**src/rtl/mcard_consts.svh**
```systemverilog
// constants for the memory card bus controller
// assumes a 20 MHz clk; included by the controller files
`ifndef MCARD_CONSTS_SVH
`define MCARD_CONSTS_SVH

// register byte offsets on the apb side
`define MC_REG_CTRL 8'h00
`define MC_REG_ADDR 8'h04
`define MC_REG_WDATA 8'h08
`define MC_REG_CMD 8'h0c
`define MC_REG_STATUS 8'h10

// field positions
`define MC_CTRL_BANK 0
`define MC_CTRL_SEG_LO 8
`define MC_CMD_READ 0
`define MC_CMD_WRITE 1
`define MC_ST_BUSY 0
`define MC_ST_DONE 1
`define MC_ST_RDATA_LO 8

// reset values
`define MC_BANK_RST 1'b0
`define MC_SEG_RST 8'hff

// timing, figures in ns and derived cycle counts
`define MC_CLK_NS 50
`define MC_ACCESS_NS 220
`define MC_BANKSET_NS 118
`define MC_SEGSET_NS 122
`define MC_CEIL_CYC(ns) (((ns) + `MC_CLK_NS - 1) / `MC_CLK_NS)
`define MC_ACCESS_CYC `MC_CEIL_CYC(`MC_ACCESS_NS)
`define MC_GUARD_CYC ((`MC_CEIL_CYC(`MC_BANKSET_NS) > \
   `MC_CEIL_CYC(`MC_SEGSET_NS)) ? `MC_CEIL_CYC(`MC_BANKSET_NS) : \
   `MC_CEIL_CYC(`MC_SEGSET_NS))
`define MC_SYNC_CYC 4
`define MC_STROBE_CYC (`MC_ACCESS_CYC + `MC_SYNC_CYC)

`endif

```
**src/rtl/mcard_pkg.sv**
```systemverilog
// types shared by the memory card bus controller
// assumes nothing beyond a SystemVerilog compiler
`default_nettype none
package mcard_pkg;
   typedef logic [7:0] byte_t;
   typedef logic [15:0] addr_t;
   typedef logic [3:0] count_t;
   typedef enum logic [3:0]
   {
      ST_IDLE = 4'b0001,
      ST_SETUP = 4'b0010,
      ST_STROBE = 4'b0100,
      ST_RECOVER = 4'b1000
   } cycle_e;
endpackage
`default_nettype wire

```
**src/rtl/sync_if.sv**
```systemverilog
// carrier between the data pin synchroniser and the controller
// assumes one clock domain on the controller side
`default_nettype none
interface sync_if;
   logic [7:0] raw;
   logic [7:0] synced;
   modport sync (input raw, output synced);
   modport user (output raw, input synced);
endinterface
`default_nettype wire

```
**src/rtl/pin_sync.sv**
```systemverilog
// three-stage synchroniser for the card data bus inputs
// assumes pins asynchronous to clk; output moves once stages agree
`default_nettype none
module pin_sync
(
   input wire logic clk,     // system clock
   input wire logic arst_n,  // async reset, active low
   sync_if.sync pins         // raw pins in, filtered value out
);
   logic [7:0] s1_r, s2_r, s3_r, out_r;
   logic [7:0] s1_nxt, s2_nxt, s3_nxt, out_nxt;

   always_comb
   begin
      s1_nxt = pins.raw;
      s2_nxt = s1_r;
      s3_nxt = s2_r;
      out_nxt = out_r;
      // stage one is never looked at except by stage two
      if (s2_r == s3_r)
      begin
         out_nxt = s3_r;
      end
   end

   always_ff @(posedge clk or negedge arst_n)
   begin
      if (!arst_n)
      begin
         s1_r <= 8'h00;
         s2_r <= 8'h00;
         s3_r <= 8'h00;
         out_r <= 8'h00;
      end
      else
      begin
         s1_r <= s1_nxt;
         s2_r <= s2_nxt;
         s3_r <= s3_nxt;
         out_r <= out_nxt;
      end
   end

   assign pins.synced = out_r;
endmodule
`default_nettype wire

```
**src/rtl/mcard_host.sv**
```systemverilog
// apb-controlled master for the byte-wide memory card backplane pins
// assumes the card strapped by jumpers; one clk at 20 MHz
// Function
// - two cards sharing a field need opposite bank polarities
// - bank line never floats; driven by another card or grounded
// - two-bank use: card enable forced, bank line to decoder input
// - each card gets its own segment select output bit
//
// Decided for this implementation: the APB slave port and the register addresses.
`include "mcard_consts.svh"
`default_nettype none
module mcard_host
(
   input wire logic clk,               // 20 MHz system clock
   input wire logic arst_n,            // async reset, active low
   input wire logic [7:0] paddr,       // apb address
   input wire logic psel,              // apb select
   input wire logic penable,           // apb enable
   input wire logic pwrite,            // apb direction
   input wire logic [31:0] pwdata,     // apb write data
   output logic [31:0] prdata,         // apb read data
   output logic pready,                // apb ready
   output logic pslverr,               // apb error, unmapped offset
   output mcard_pkg::addr_t addrOut,   // backplane address
   output mcard_pkg::byte_t dataOut,   // backplane data, driven side
   input wire mcard_pkg::byte_t dataIn, // backplane data, pin level
   output logic dataOe_n,              // data enable, low drives
   output logic memRq_n,               // memory request, low active
   output logic rd_n,                  // read strobe, low active
   output logic wr_n,                  // write strobe, low active
   output logic bankOut,               // bank line level
   output logic bankOe_n,              // bank enable, low drives
   output logic [7:0] segOut           // one segment select per card
);
   import mcard_pkg::*;

   sync_if dataSync ();
   assign dataSync.raw = dataIn;

   pin_sync u_sync
   (
      .clk(clk),
      .arst_n(arst_n),
      .pins(dataSync)
   );

   function automatic logic mapped(input logic [7:0] a);
      mapped = (a == `MC_REG_CTRL) || (a == `MC_REG_ADDR) ||
         (a == `MC_REG_WDATA) || (a == `MC_REG_CMD) ||
         (a == `MC_REG_STATUS);
   endfunction

   // register and apb group
   logic [31:0] prdata_r, prdata_nxt;
   logic pready_r, pready_nxt, pslverr_r, pslverr_nxt;
   logic bank_r, bank_nxt;
   logic [7:0] seg_r, seg_nxt;
   addr_t addr_r, addr_nxt;
   byte_t wdata_r, wdata_nxt;
   logic bankOe_n_r;
   // cycle group
   cycle_e state_r, state_nxt;
   count_t cnt_r, cnt_nxt, guard_r, guard_nxt;
   addr_t addrOut_r, addrOut_nxt;
   byte_t dataOut_r, dataOut_nxt, rdata_r, rdata_nxt;
   logic dataOe_n_r, dataOe_n_nxt, memRq_n_r, memRq_n_nxt;
   logic rd_n_r, rd_n_nxt, wr_n_r, wr_n_nxt;
   logic isWr_r, isWr_nxt, done_r, done_nxt;
   // apb decode
   logic busy, wrAcc, wrOk, startRd, startWr, clrDone, linkChange;

   assign busy = (state_r != ST_IDLE);
   assign wrAcc = psel && penable && pready_r && pwrite;
   // while a cycle runs, configuration writes are refused
   assign wrOk = wrAcc && !busy && !pslverr_r;
   assign startRd = wrOk && (paddr == `MC_REG_CMD) &&
      pwdata[`MC_CMD_READ];
   assign startWr = wrOk && (paddr == `MC_REG_CMD) &&
      !pwdata[`MC_CMD_READ] && pwdata[`MC_CMD_WRITE];
   assign clrDone = wrAcc && (paddr == `MC_REG_STATUS) &&
      pwdata[`MC_ST_DONE];
   assign linkChange = wrOk && (paddr == `MC_REG_CTRL);

   always_comb
   begin
      prdata_nxt = prdata_r;
      pready_nxt = 1'b0;
      pslverr_nxt = 1'b0;
      bank_nxt = bank_r;
      seg_nxt = seg_r;
      addr_nxt = addr_r;
      wdata_nxt = wdata_r;
      if (psel && !penable)
      begin
         pready_nxt = 1'b1;
         pslverr_nxt = !mapped(paddr);
         prdata_nxt = 32'h0000_0000;
         unique case (paddr)
            `MC_REG_CTRL:
               begin
                  prdata_nxt[`MC_CTRL_BANK] = bank_r;
                  prdata_nxt[`MC_CTRL_SEG_LO +: 8] = seg_r;
               end
            `MC_REG_ADDR: prdata_nxt[15:0] = addr_r;
            `MC_REG_WDATA: prdata_nxt[7:0] = wdata_r;
            `MC_REG_STATUS:
               begin
                  prdata_nxt[`MC_ST_BUSY] = busy;
                  prdata_nxt[`MC_ST_DONE] = done_r;
                  prdata_nxt[`MC_ST_RDATA_LO +: 8] = rdata_r;
               end
            default: prdata_nxt = 32'h0000_0000;
         endcase
      end
      if (linkChange)
      begin
         // one bank level for all cards, chosen by software
         bank_nxt = pwdata[`MC_CTRL_BANK];
         // one bit per card, eight cards per register
         seg_nxt = pwdata[`MC_CTRL_SEG_LO +: 8];
      end
      if (wrOk && (paddr == `MC_REG_ADDR))
      begin
         addr_nxt = pwdata[15:0];
      end
      if (wrOk && (paddr == `MC_REG_WDATA))
      begin
         wdata_nxt = pwdata[7:0];
      end
   end

   always_ff @(posedge clk or negedge arst_n)
   begin
      if (!arst_n)
      begin
         prdata_r <= 32'h0000_0000;
         pready_r <= 1'b0;
         pslverr_r <= 1'b0;
         bank_r <= `MC_BANK_RST;
         seg_r <= `MC_SEG_RST;
         addr_r <= 16'h0000;
         wdata_r <= 8'h00;
         bankOe_n_r <= 1'b0;  // bank line driven from reset on
      end
      else
      begin
         prdata_r <= prdata_nxt;
         pready_r <= pready_nxt;
         pslverr_r <= pslverr_nxt;
         bank_r <= bank_nxt;
         seg_r <= seg_nxt;
         addr_r <= addr_nxt;
         wdata_r <= wdata_nxt;
         bankOe_n_r <= 1'b0;  // never released, so it never floats
      end
   end

   always_comb
   begin
      state_nxt = state_r;
      cnt_nxt = cnt_r;
      guard_nxt = guard_r;
      addrOut_nxt = addrOut_r;
      dataOut_nxt = dataOut_r;
      rdata_nxt = rdata_r;
      dataOe_n_nxt = dataOe_n_r;
      memRq_n_nxt = memRq_n_r;
      rd_n_nxt = rd_n_r;
      wr_n_nxt = wr_n_r;
      isWr_nxt = isWr_r;
      done_nxt = done_r && !clrDone;
      // bank or segment change needs settling before a request
      if (linkChange)
      begin
         guard_nxt = count_t'(`MC_GUARD_CYC);
      end
      else if (guard_r != 4'h0)
      begin
         guard_nxt = guard_r - 4'h1;
      end
      unique case (state_r)
         ST_IDLE:
            if (startRd || startWr)
            begin
               addrOut_nxt = addr_r;
               isWr_nxt = startWr;
               dataOut_nxt = wdata_r;
               dataOe_n_nxt = !startWr;
               state_nxt = ST_SETUP;
            end
         ST_SETUP:
            // strobes wait out bank and segment settling
            if (guard_r == 4'h0)
            begin
               memRq_n_nxt = 1'b0;
               rd_n_nxt = isWr_r;
               wr_n_nxt = !isWr_r;
               cnt_nxt = count_t'(`MC_STROBE_CYC - 1);
               state_nxt = ST_STROBE;
            end
         ST_STROBE:
            if (cnt_r == 4'h0)
            begin
               // covers access time plus synchroniser lag
               if (!isWr_r)
               begin
                  rdata_nxt = dataSync.synced;
               end
               memRq_n_nxt = 1'b1;
               rd_n_nxt = 1'b1;
               wr_n_nxt = 1'b1;
               done_nxt = 1'b1;  // set wins over a same-cycle clear
               state_nxt = ST_RECOVER;
            end
            else
            begin
               cnt_nxt = cnt_r - 4'h1;
            end
         ST_RECOVER:
            begin
               // data held one cycle past the write strobe
               dataOe_n_nxt = 1'b1;
               state_nxt = ST_IDLE;
            end
      endcase
   end

   always_ff @(posedge clk or negedge arst_n)
   begin
      if (!arst_n)
      begin
         state_r <= ST_IDLE;
         cnt_r <= 4'h0;
         guard_r <= 4'h0;
         addrOut_r <= 16'h0000;
         dataOut_r <= 8'h00;
         rdata_r <= 8'h00;
         dataOe_n_r <= 1'b1;
         memRq_n_r <= 1'b1;
         rd_n_r <= 1'b1;
         wr_n_r <= 1'b1;
         isWr_r <= 1'b0;
         done_r <= 1'b0;
      end
      else
      begin
         state_r <= state_nxt;
         cnt_r <= cnt_nxt;
         guard_r <= guard_nxt;
         addrOut_r <= addrOut_nxt;
         dataOut_r <= dataOut_nxt;
         rdata_r <= rdata_nxt;
         dataOe_n_r <= dataOe_n_nxt;
         memRq_n_r <= memRq_n_nxt;
         rd_n_r <= rd_n_nxt;
         wr_n_r <= wr_n_nxt;
         isWr_r <= isWr_nxt;
         done_r <= done_nxt;
      end
   end

   assign prdata = prdata_r;
   assign pready = pready_r;
   assign pslverr = pslverr_r;
   assign addrOut = addrOut_r;
   assign dataOut = dataOut_r;
   assign dataOe_n = dataOe_n_r;
   assign memRq_n = memRq_n_r;
   assign rd_n = rd_n_r;
   assign wr_n = wr_n_r;
   assign bankOut = bank_r;
   assign bankOe_n = bankOe_n_r;
   assign segOut = seg_r;
endmodule
`default_nettype wire

```
**config.mk**
```make
export PLATFORM = sky130hd
export DESIGN_NAME = mcard_host
export DESIGN_NICKNAME = d
export VERILOG_FILES = /design/src/rtl/mcard_pkg.sv /design/src/rtl/sync_if.sv /design/src/rtl/pin_sync.sv /design/src/rtl/mcard_host.sv
export VERILOG_INCLUDE_DIRS = /design/src /design/src/rtl
export SDC_FILE = /design/constraint.sdc
export NUM_CORES = 1
export LEC_CHECK = 0
export ABC_CLOCK_PERIOD_IN_PS = 2320
export BUFFER_PORTS_ARGS = -buffer_cell sky130_fd_sc_hd__buf_2
export CAP_MARGIN = 25
export CORE_MARGIN = 10
export CORE_UTILIZATION = 54
export DETAILED_ROUTE_END_ITERATION = 8
export HOLD_SLACK_MARGIN = 0.02
export PLACE_DENSITY_LB_ADDON = 0.2
export SLEW_MARGIN = 20
export SYNTH_ARGS = -nofsm -noshare
export SYNTH_HDL_FRONTEND = slang
export SYNTH_SLANG_ARGS = --single-unit
```
**constraint.sdc**
```tcl
create_clock -name clk -period 2.32 [get_ports clk]
set_input_delay 0.116 -clock clk [delete_from_list [all_inputs] [get_ports clk]]
set_output_delay 0.116 -clock clk [all_outputs]
set_load 0.01 [all_outputs]
```
==> results of run 1 <==
## critical path, cell delays in order (launching register included)
cell	delay, ps
dfstp_2	570
or4b_4	510
nor3_4	240
o2111a_2	290
buf_4	190
mux2_2	340
## timing repair
item	CTS	global route
setup buffers	0	2
setup endpoints to repair	0	25
hold endpoints to repair	105	0
gates resized for setup	0	3
hold buffers	32	0
## registers in the layout (all words and copies together), names as in the netlist, 4 cells and up
register,cells
rdata_r,8
u_sync.s1_r,8
state_r,4
prdata,16
segOut,8
u_sync.s2_r,8
addrOut,16
dataOut,8
cnt_r,4
u_sync.s3_r,8
guard_r,4
wdata_r,8
addr_r,16
u_sync.pins.synced,8
## where the power goes
group,switching (mW),internal [mW],total [mW]
clock,1.01,1.65,2.66
combinational,0.341,0.324,0.665
sequential,0.0971,2.49,2.59
total,1.45,4.47,5.92
## cell type report
class	instances	area share [%]
timing repair buffer	144	13.8
tap	133	2.36
clock buffer	18	5.92
multi-input combinational	241	27.5
clock inverter	14	2.46
inverter	9	0.479
sequential	133	47.4
## logic make-up after synthesis
kind of cell	after synthesis
flip-flops	133
AND/OR/NAND/NOR	83
other	1
XOR/XNOR	11
buffers and inverters	41
AO/OA/AOI/OAI	45
multiplexers	83
adder cells (fa/ha/maj)	2
## through the flow
stage / instances / setup WS [ps]
3_3_place_gp: 626 / 83.6
3_5_place_dp: 626 / 66.7
5_1_grt: 692 / -12.6
6_report: 692 / 71.2
2_1_floorplan: 415 / 192
4_1_cts: 690 / 51.4
## routing by layer
layer | wire [microns] | vias to the layer above | GRT usage, %
li1 | - | 1684 | -
met1 | 5160 | 1830 | 20.3
met2 | 6130 | 103 | 28.5
met3 | 667 | 22 | 5.68
met4 | 275 | 0 | 7.84
met5 | 0 | - | 0
## cells in the final DEF, fill, tap and decap left out, types with 2 or more instances in the layout
cell / count
mux2_4: 10
clkinv_4: 2
conb_1: 17
dlygate4sd3_1: 32
a221oi_1: 6
xor2_1: 9
nor3b_1: 2
nand3b_1: 6
nand2b_1: 2
inv_6: 4
clkinv_2: 4
mux2i_1: 9
and3_1: 2
nor4b_1: 2
clkbuf_16: 16
buf_2: 90
a21oi_1: 6
mux2_1: 8
buf_4: 18
nand4_1: 3
nand2_1: 21
bufinv_16: 3
nor4_1: 3
inv_1: 8
a2bb2oi_1: 8
dfstp_2: 13
nor3_1: 6
nand3_1: 7
o21ai_0: 12
xnor2_1: 2
ha_1: 2
o21a_1: 2
mux2_2: 56
and4b_1: 2
buf_12: 3
dfrtp_1: 120
nor2_1: 16
o22a_1: 2
## path summary, 6_finish.rpt
kind | endpoint | start | slack [ps]
max | dataOut[0] | state_r[0] | 70
min | prdata[1] | paddr[4] | 60
max reg2reg | dataOut[0] | state_r[0] | 70
min reg2reg | u_sync.s2_r[5] | u_sync.s1_r[5] | 350
max in group asynchronous | segOut[6] | arst_n | 1410
min in group asynchronous | addrOut[10] | arst_n | 150
==> results.yml, run 1 <==
power:
  p_leak_nw: 3.54
  p_total_mw: 5.92
  ir_drop_v: 0.000593
  pwr_density_cell_mw_per_mm2: 838
drt:
  route.vias.total: 3639
  ant_nets: 0
  wirelength_mm: 12.2
  drtIter0Drc: 200
  viasPerCell: 5.26
  route.detailed.drc: 0
  wl_per_cell_microns: 17.7
  dr.pass1.iters: 4
placement:
  hpwlAfterDp_mm: 8.17
  gp_congestion: 0.778
  port-buffer-count: 91
  placed_area_sq_mm: 0.00612
floorplan:
  initial_core_util_pct: 55.8
  die_x_microns: 121
  io_pins: 125
  rows: 36
  die-area_sq_mm: 0.0146
  fp.dieH_microns: 121
  fp.coreArea_sq_mm: 0.00982
worst_setup_path:
  cp_max_fo: 6
  start_kind: "flip-flop"
  crit_arrival_ps: 2650
  required_ps: 2720
  criticalPathCategory: "reg -> reg"
  crit_path_end_kind: "flip-flop"
  reg2reg_depth: 5
timing:
  hold_ws_ps: 63.9
  setup_viol: 0
  period_share_pct: 96.9
  slew_headroom_pct: 62.5
  layout_min_cycle_time_ps: 2250
  worstMarginPinSlew_ps: 563
  maxSlewViolCount: 0
  rsz0062_at_grt: "true"
  fin_tns_setup_ps: 0
  hold_viol: 0
  fmax_mhz: 445
  finClkSkew_ps: 7.55
grt:
  grt_pass1_wl_mm: 20.1
  grt-ovfl-total: 0
  grt_antenna_before_repair: 0
  grt_pass1_vias: 3954
  grt_max_degree: 62
  gr-usage-all-layers_pct: 17.3
synth:
  synth-adder-area-share_pct: 0.456
  synth_top_family_by_area: "multiplexers"
  synthCells: 399
  ys_top_cells_by_area: "dfrtp_1, mux2_2, dfstp_2"
  synth_xor_area_share_pct: 1.76
  yosysSeqAreaShare_pct: 61.0
  synth.distinct_cells: 55
  ys_top_cells_by_count: "dfrtp_1, mux2_2, nand2_1, buf_4, nor2_1"
  muxShareOfSynthArea_pct: 17.5
  synth_most_common_cell: "dfrtp_1"
  synth-simple-area-share_pct: 8.56
  avgSynthCellArea_sq_um: 13.7
  synth.top_cell.area_share_pct: 54.8
  yosys_register_bits: 133
  syn-cell-area_sq_mm: 0.00548
  ys_warn_count: 0
  synth_enable_flop_cells: 0
  async_flop_share_pct: 100
  synth_top_area_cell: "dfrtp_1"
  synth-compound-area-share_pct: 5.82
  ys.flop_type: "dfrtp_1"
min_path:
  holdPathStages: 3
  holdCritPathClass: "in -> reg"
clock_network:
  cts_htree_levels: 4
  cts_tree: "built"
  cts_sinks: 133
  cts.path.max_buffers: 2
  root_buffer: "clkbuf_8"
  path_clk_slew_ps: 60
  clk_latency_ps: 510
  cts_buffers: 17
outcome:
  status: "finished, final reports clean"
final_layout:
  fillers: 687
  drive_gt1_share_pct: 41.1
  area_growth_pct: 28.7
  final_area_sq_mm: 0.00706
  antenna_cells: 0
  fin_util_pct: 71.9
  final_nets: 601
  ff_latch_area_sq_mm: 0.00334
  multi_input_area_sq_mm: 0.00194
run:
  cap_violations: 0
No activity file was read; power rests on OpenSTA's default activity.
==> run 2: changes to the inputs <==
--- a/config.mk
+++ b/config.mk
@@ -6,7 +6,7 @@
 export SDC_FILE = /design/constraint.sdc
 export NUM_CORES = 1
 export LEC_CHECK = 0
-export ABC_CLOCK_PERIOD_IN_PS = 2320
+export ABC_CLOCK_PERIOD_IN_PS = 2200
 export BUFFER_PORTS_ARGS = -buffer_cell sky130_fd_sc_hd__buf_2
 export CAP_MARGIN = 25
 export CORE_MARGIN = 10
@@ -14,6 +14,8 @@
 export DETAILED_ROUTE_END_ITERATION = 8
 export HOLD_SLACK_MARGIN = 0.02
 export PLACE_DENSITY_LB_ADDON = 0.2
+export RECOVER_POWER = 100
+export SETUP_SLACK_MARGIN = 0.3
 export SLEW_MARGIN = 20
 export SYNTH_ARGS = -nofsm -noshare
 export SYNTH_HDL_FRONTEND = slang
==> constraint.sdc (replaced) <==
create_clock -name clk -period 2.2 [get_ports clk]
set_input_delay 0.11 -clock clk [delete_from_list [all_inputs] [get_ports clk]]
set_output_delay 0.11 -clock clk [all_outputs]
set_load 0.01 [all_outputs]
==> results.yml, run 2 (synthesized netlist as in run 1, its figures left out) <==
worst_setup_path:
  criticalPathCategory: "reg -> reg"
  ff2ff_setup_slack_ps: 70
  cp_max_fo: 4
  start_kind: "flip-flop"
  crit_path_end_kind: "flip-flop"
  required_ps: 2610
  crit_arrival_ps: 2540
clock_network:
  cts_sinks: 133
  cts_htree_levels: 4
  root_buffer: "clkbuf_8"
  cts_buffers: 17
  clk_latency_ps: 530
  cts_tree: "built"
  path_clk_slew_ps: 60
  cts.path.max_buffers: 2
power:
  p_total_mw: 6.23
  pwr_density_cell_mw_per_mm2: 887
  p_leak_nw: 3.34
  ir_drop_v: 0.000573
grt:
  grt_antenna_before_repair: 0
  grt_pass1_vias: 4033
  grt_max_degree: 67
  grt_pass1_wl_mm: 21.4
  gr-usage-all-layers_pct: 18.8
  grt-ovfl-total: 0
final_layout:
  final_cell_mix: "dfrtp_1, clkbuf_1, mux2_2"
  ff_latch_area_sq_mm: 0.00334
  fillers: 693
  multi_input_area_sq_mm: 0.00195
  antenna_cells: 0
  drive_gt1_share_pct: 28.0
  area_growth_pct: 28.1
  final_nets: 607
  final_common_cell: "dfrtp_1"
placement:
  hpwlAfterDp_mm: 8.83
  port-buffer-count: 91
  gp_congestion: 0.790
drt:
  route.detailed.drc: 0
  viasPerCell: 5.32
  drtIter0Drc: 282
  dr.pass1.iters: 4
  wirelength_mm: 13.2
  wl_per_cell_microns: 19.0
  ant_nets: 0
  route.vias.total: 3714
floorplan:
  die-area_sq_mm: 0.0146
  die_x_microns: 121
  rows: 36
  initial_core_util_pct: 55.8
  fp.dieH_microns: 121
  fp.coreArea_sq_mm: 0.00982
  io_pins: 125
timing:
  fmax_mhz: 469
  finClkSkew_ps: 6.02
  layout_min_cycle_time_ps: 2130
  hold_viol: 0
  rsz0062_at_grt: "true"
  fin_tns_setup_ps: 0
  worstMarginPinSlew_ps: 1620
  slew_headroom_pct: -8.28
  period_share_pct: 97.0
  setup_viol: 0
  maxSlewViolCount: 66
outcome:
  status: "finished, violations left"
  violations: "max-capacitance violations, max-slew violations"
run:
  cap_violations: 1
min_path:
  holdCritPathClass: "in -> reg"
## run 2: cell types whose count changed in the layout (fill, tap and decap cells not counted), sizes merged
cell,previous run,this run
clkinvlp,0,1
clkinv,7,8
dlygate4sd3,32,31
clkbuf,18,88
inv,13,9
buf,112,51
## run 2: timing repair
action / in CTS / in global routing
buffers inserted: 6 / 1
resized for setup: 15 / 4
pin swaps: 1 / 2
cloned: 2 / 0
hold buffers: 31 / 0
hold endpoints to repair: 110 / 0
endpoints found under the setup margin: 65 / 72
## run 2: per-layer routing
layer,part of all wire (%),GRT usage (%),up-vias,routed length (microns)
met2,52,32.0,102,6880
met4,1.4,6.41,0,180
li1,-,-,1699,-
met5,0,0,-,0
met1,42,22.0,1898,5500
met3,5.1,5.96,15,676
## run 2: final timing paths
kind | from | end | cells after the start
setup / recovery | state_r[0] | addr_r[12] | 7
hold / removal | paddr[4] | prdata[1] | 3
setup reg to reg | state_r[0] | addr_r[12] | 7
hold reg to reg | u_sync.s1_r[7] | u_sync.s2_r[7] | 0
max in group asynchronous | arst_n | addrOut[6] | 3
min in group asynchronous | arst_n | cnt_r[3] | 2
## run 2: final cells by class
type	count	area share [%]
clock buffer	20	6.06
timing repair buffer	150	13.5
tap	133	2.37
inverter	9	0.481
sequential	133	47.6
clock inverter	12	2.23
multi-input combinational	241	27.8
## run 2: power breakdown
part           total, mW  internal (mW)  switching [mW]  leakage [nW]
Clock               2.78           1.73            1.05         0.283
Combinational      0.705          0.326           0.379          1.34
Sequential          2.74           2.63           0.112          1.71
## run 2: worst max-delay path: stages, from the launching register on
cell,delay (ps)
dfstp_2,520
or4b_4,480
nor3_4,150
buf_6,130
and2_4,140
buf_2,100
clkbuf_4,180
mux2_4,310
## run 2: metrics by stage
step / hold slack, ps / setup WS [ps] / std cells / cell area [sq um] / utilization [%]
6_report: 44.8 / 65.9 / 698 / 7030 / 71.5
5_1_grt: 56.4 / 21.6 / 698 / 7030 / 71.5
4_1_cts: 31.3 / 72.8 / 697 / 7230 / 73.6
3_5_place_dp: 144 / 40.8 / 626 / 6190 / 63.1
3_3_place_gp: 139 / 69.8 / 626 / 6190 / 63.1
2_1_floorplan: -186 / 73.0 / 415 / 5610 / -
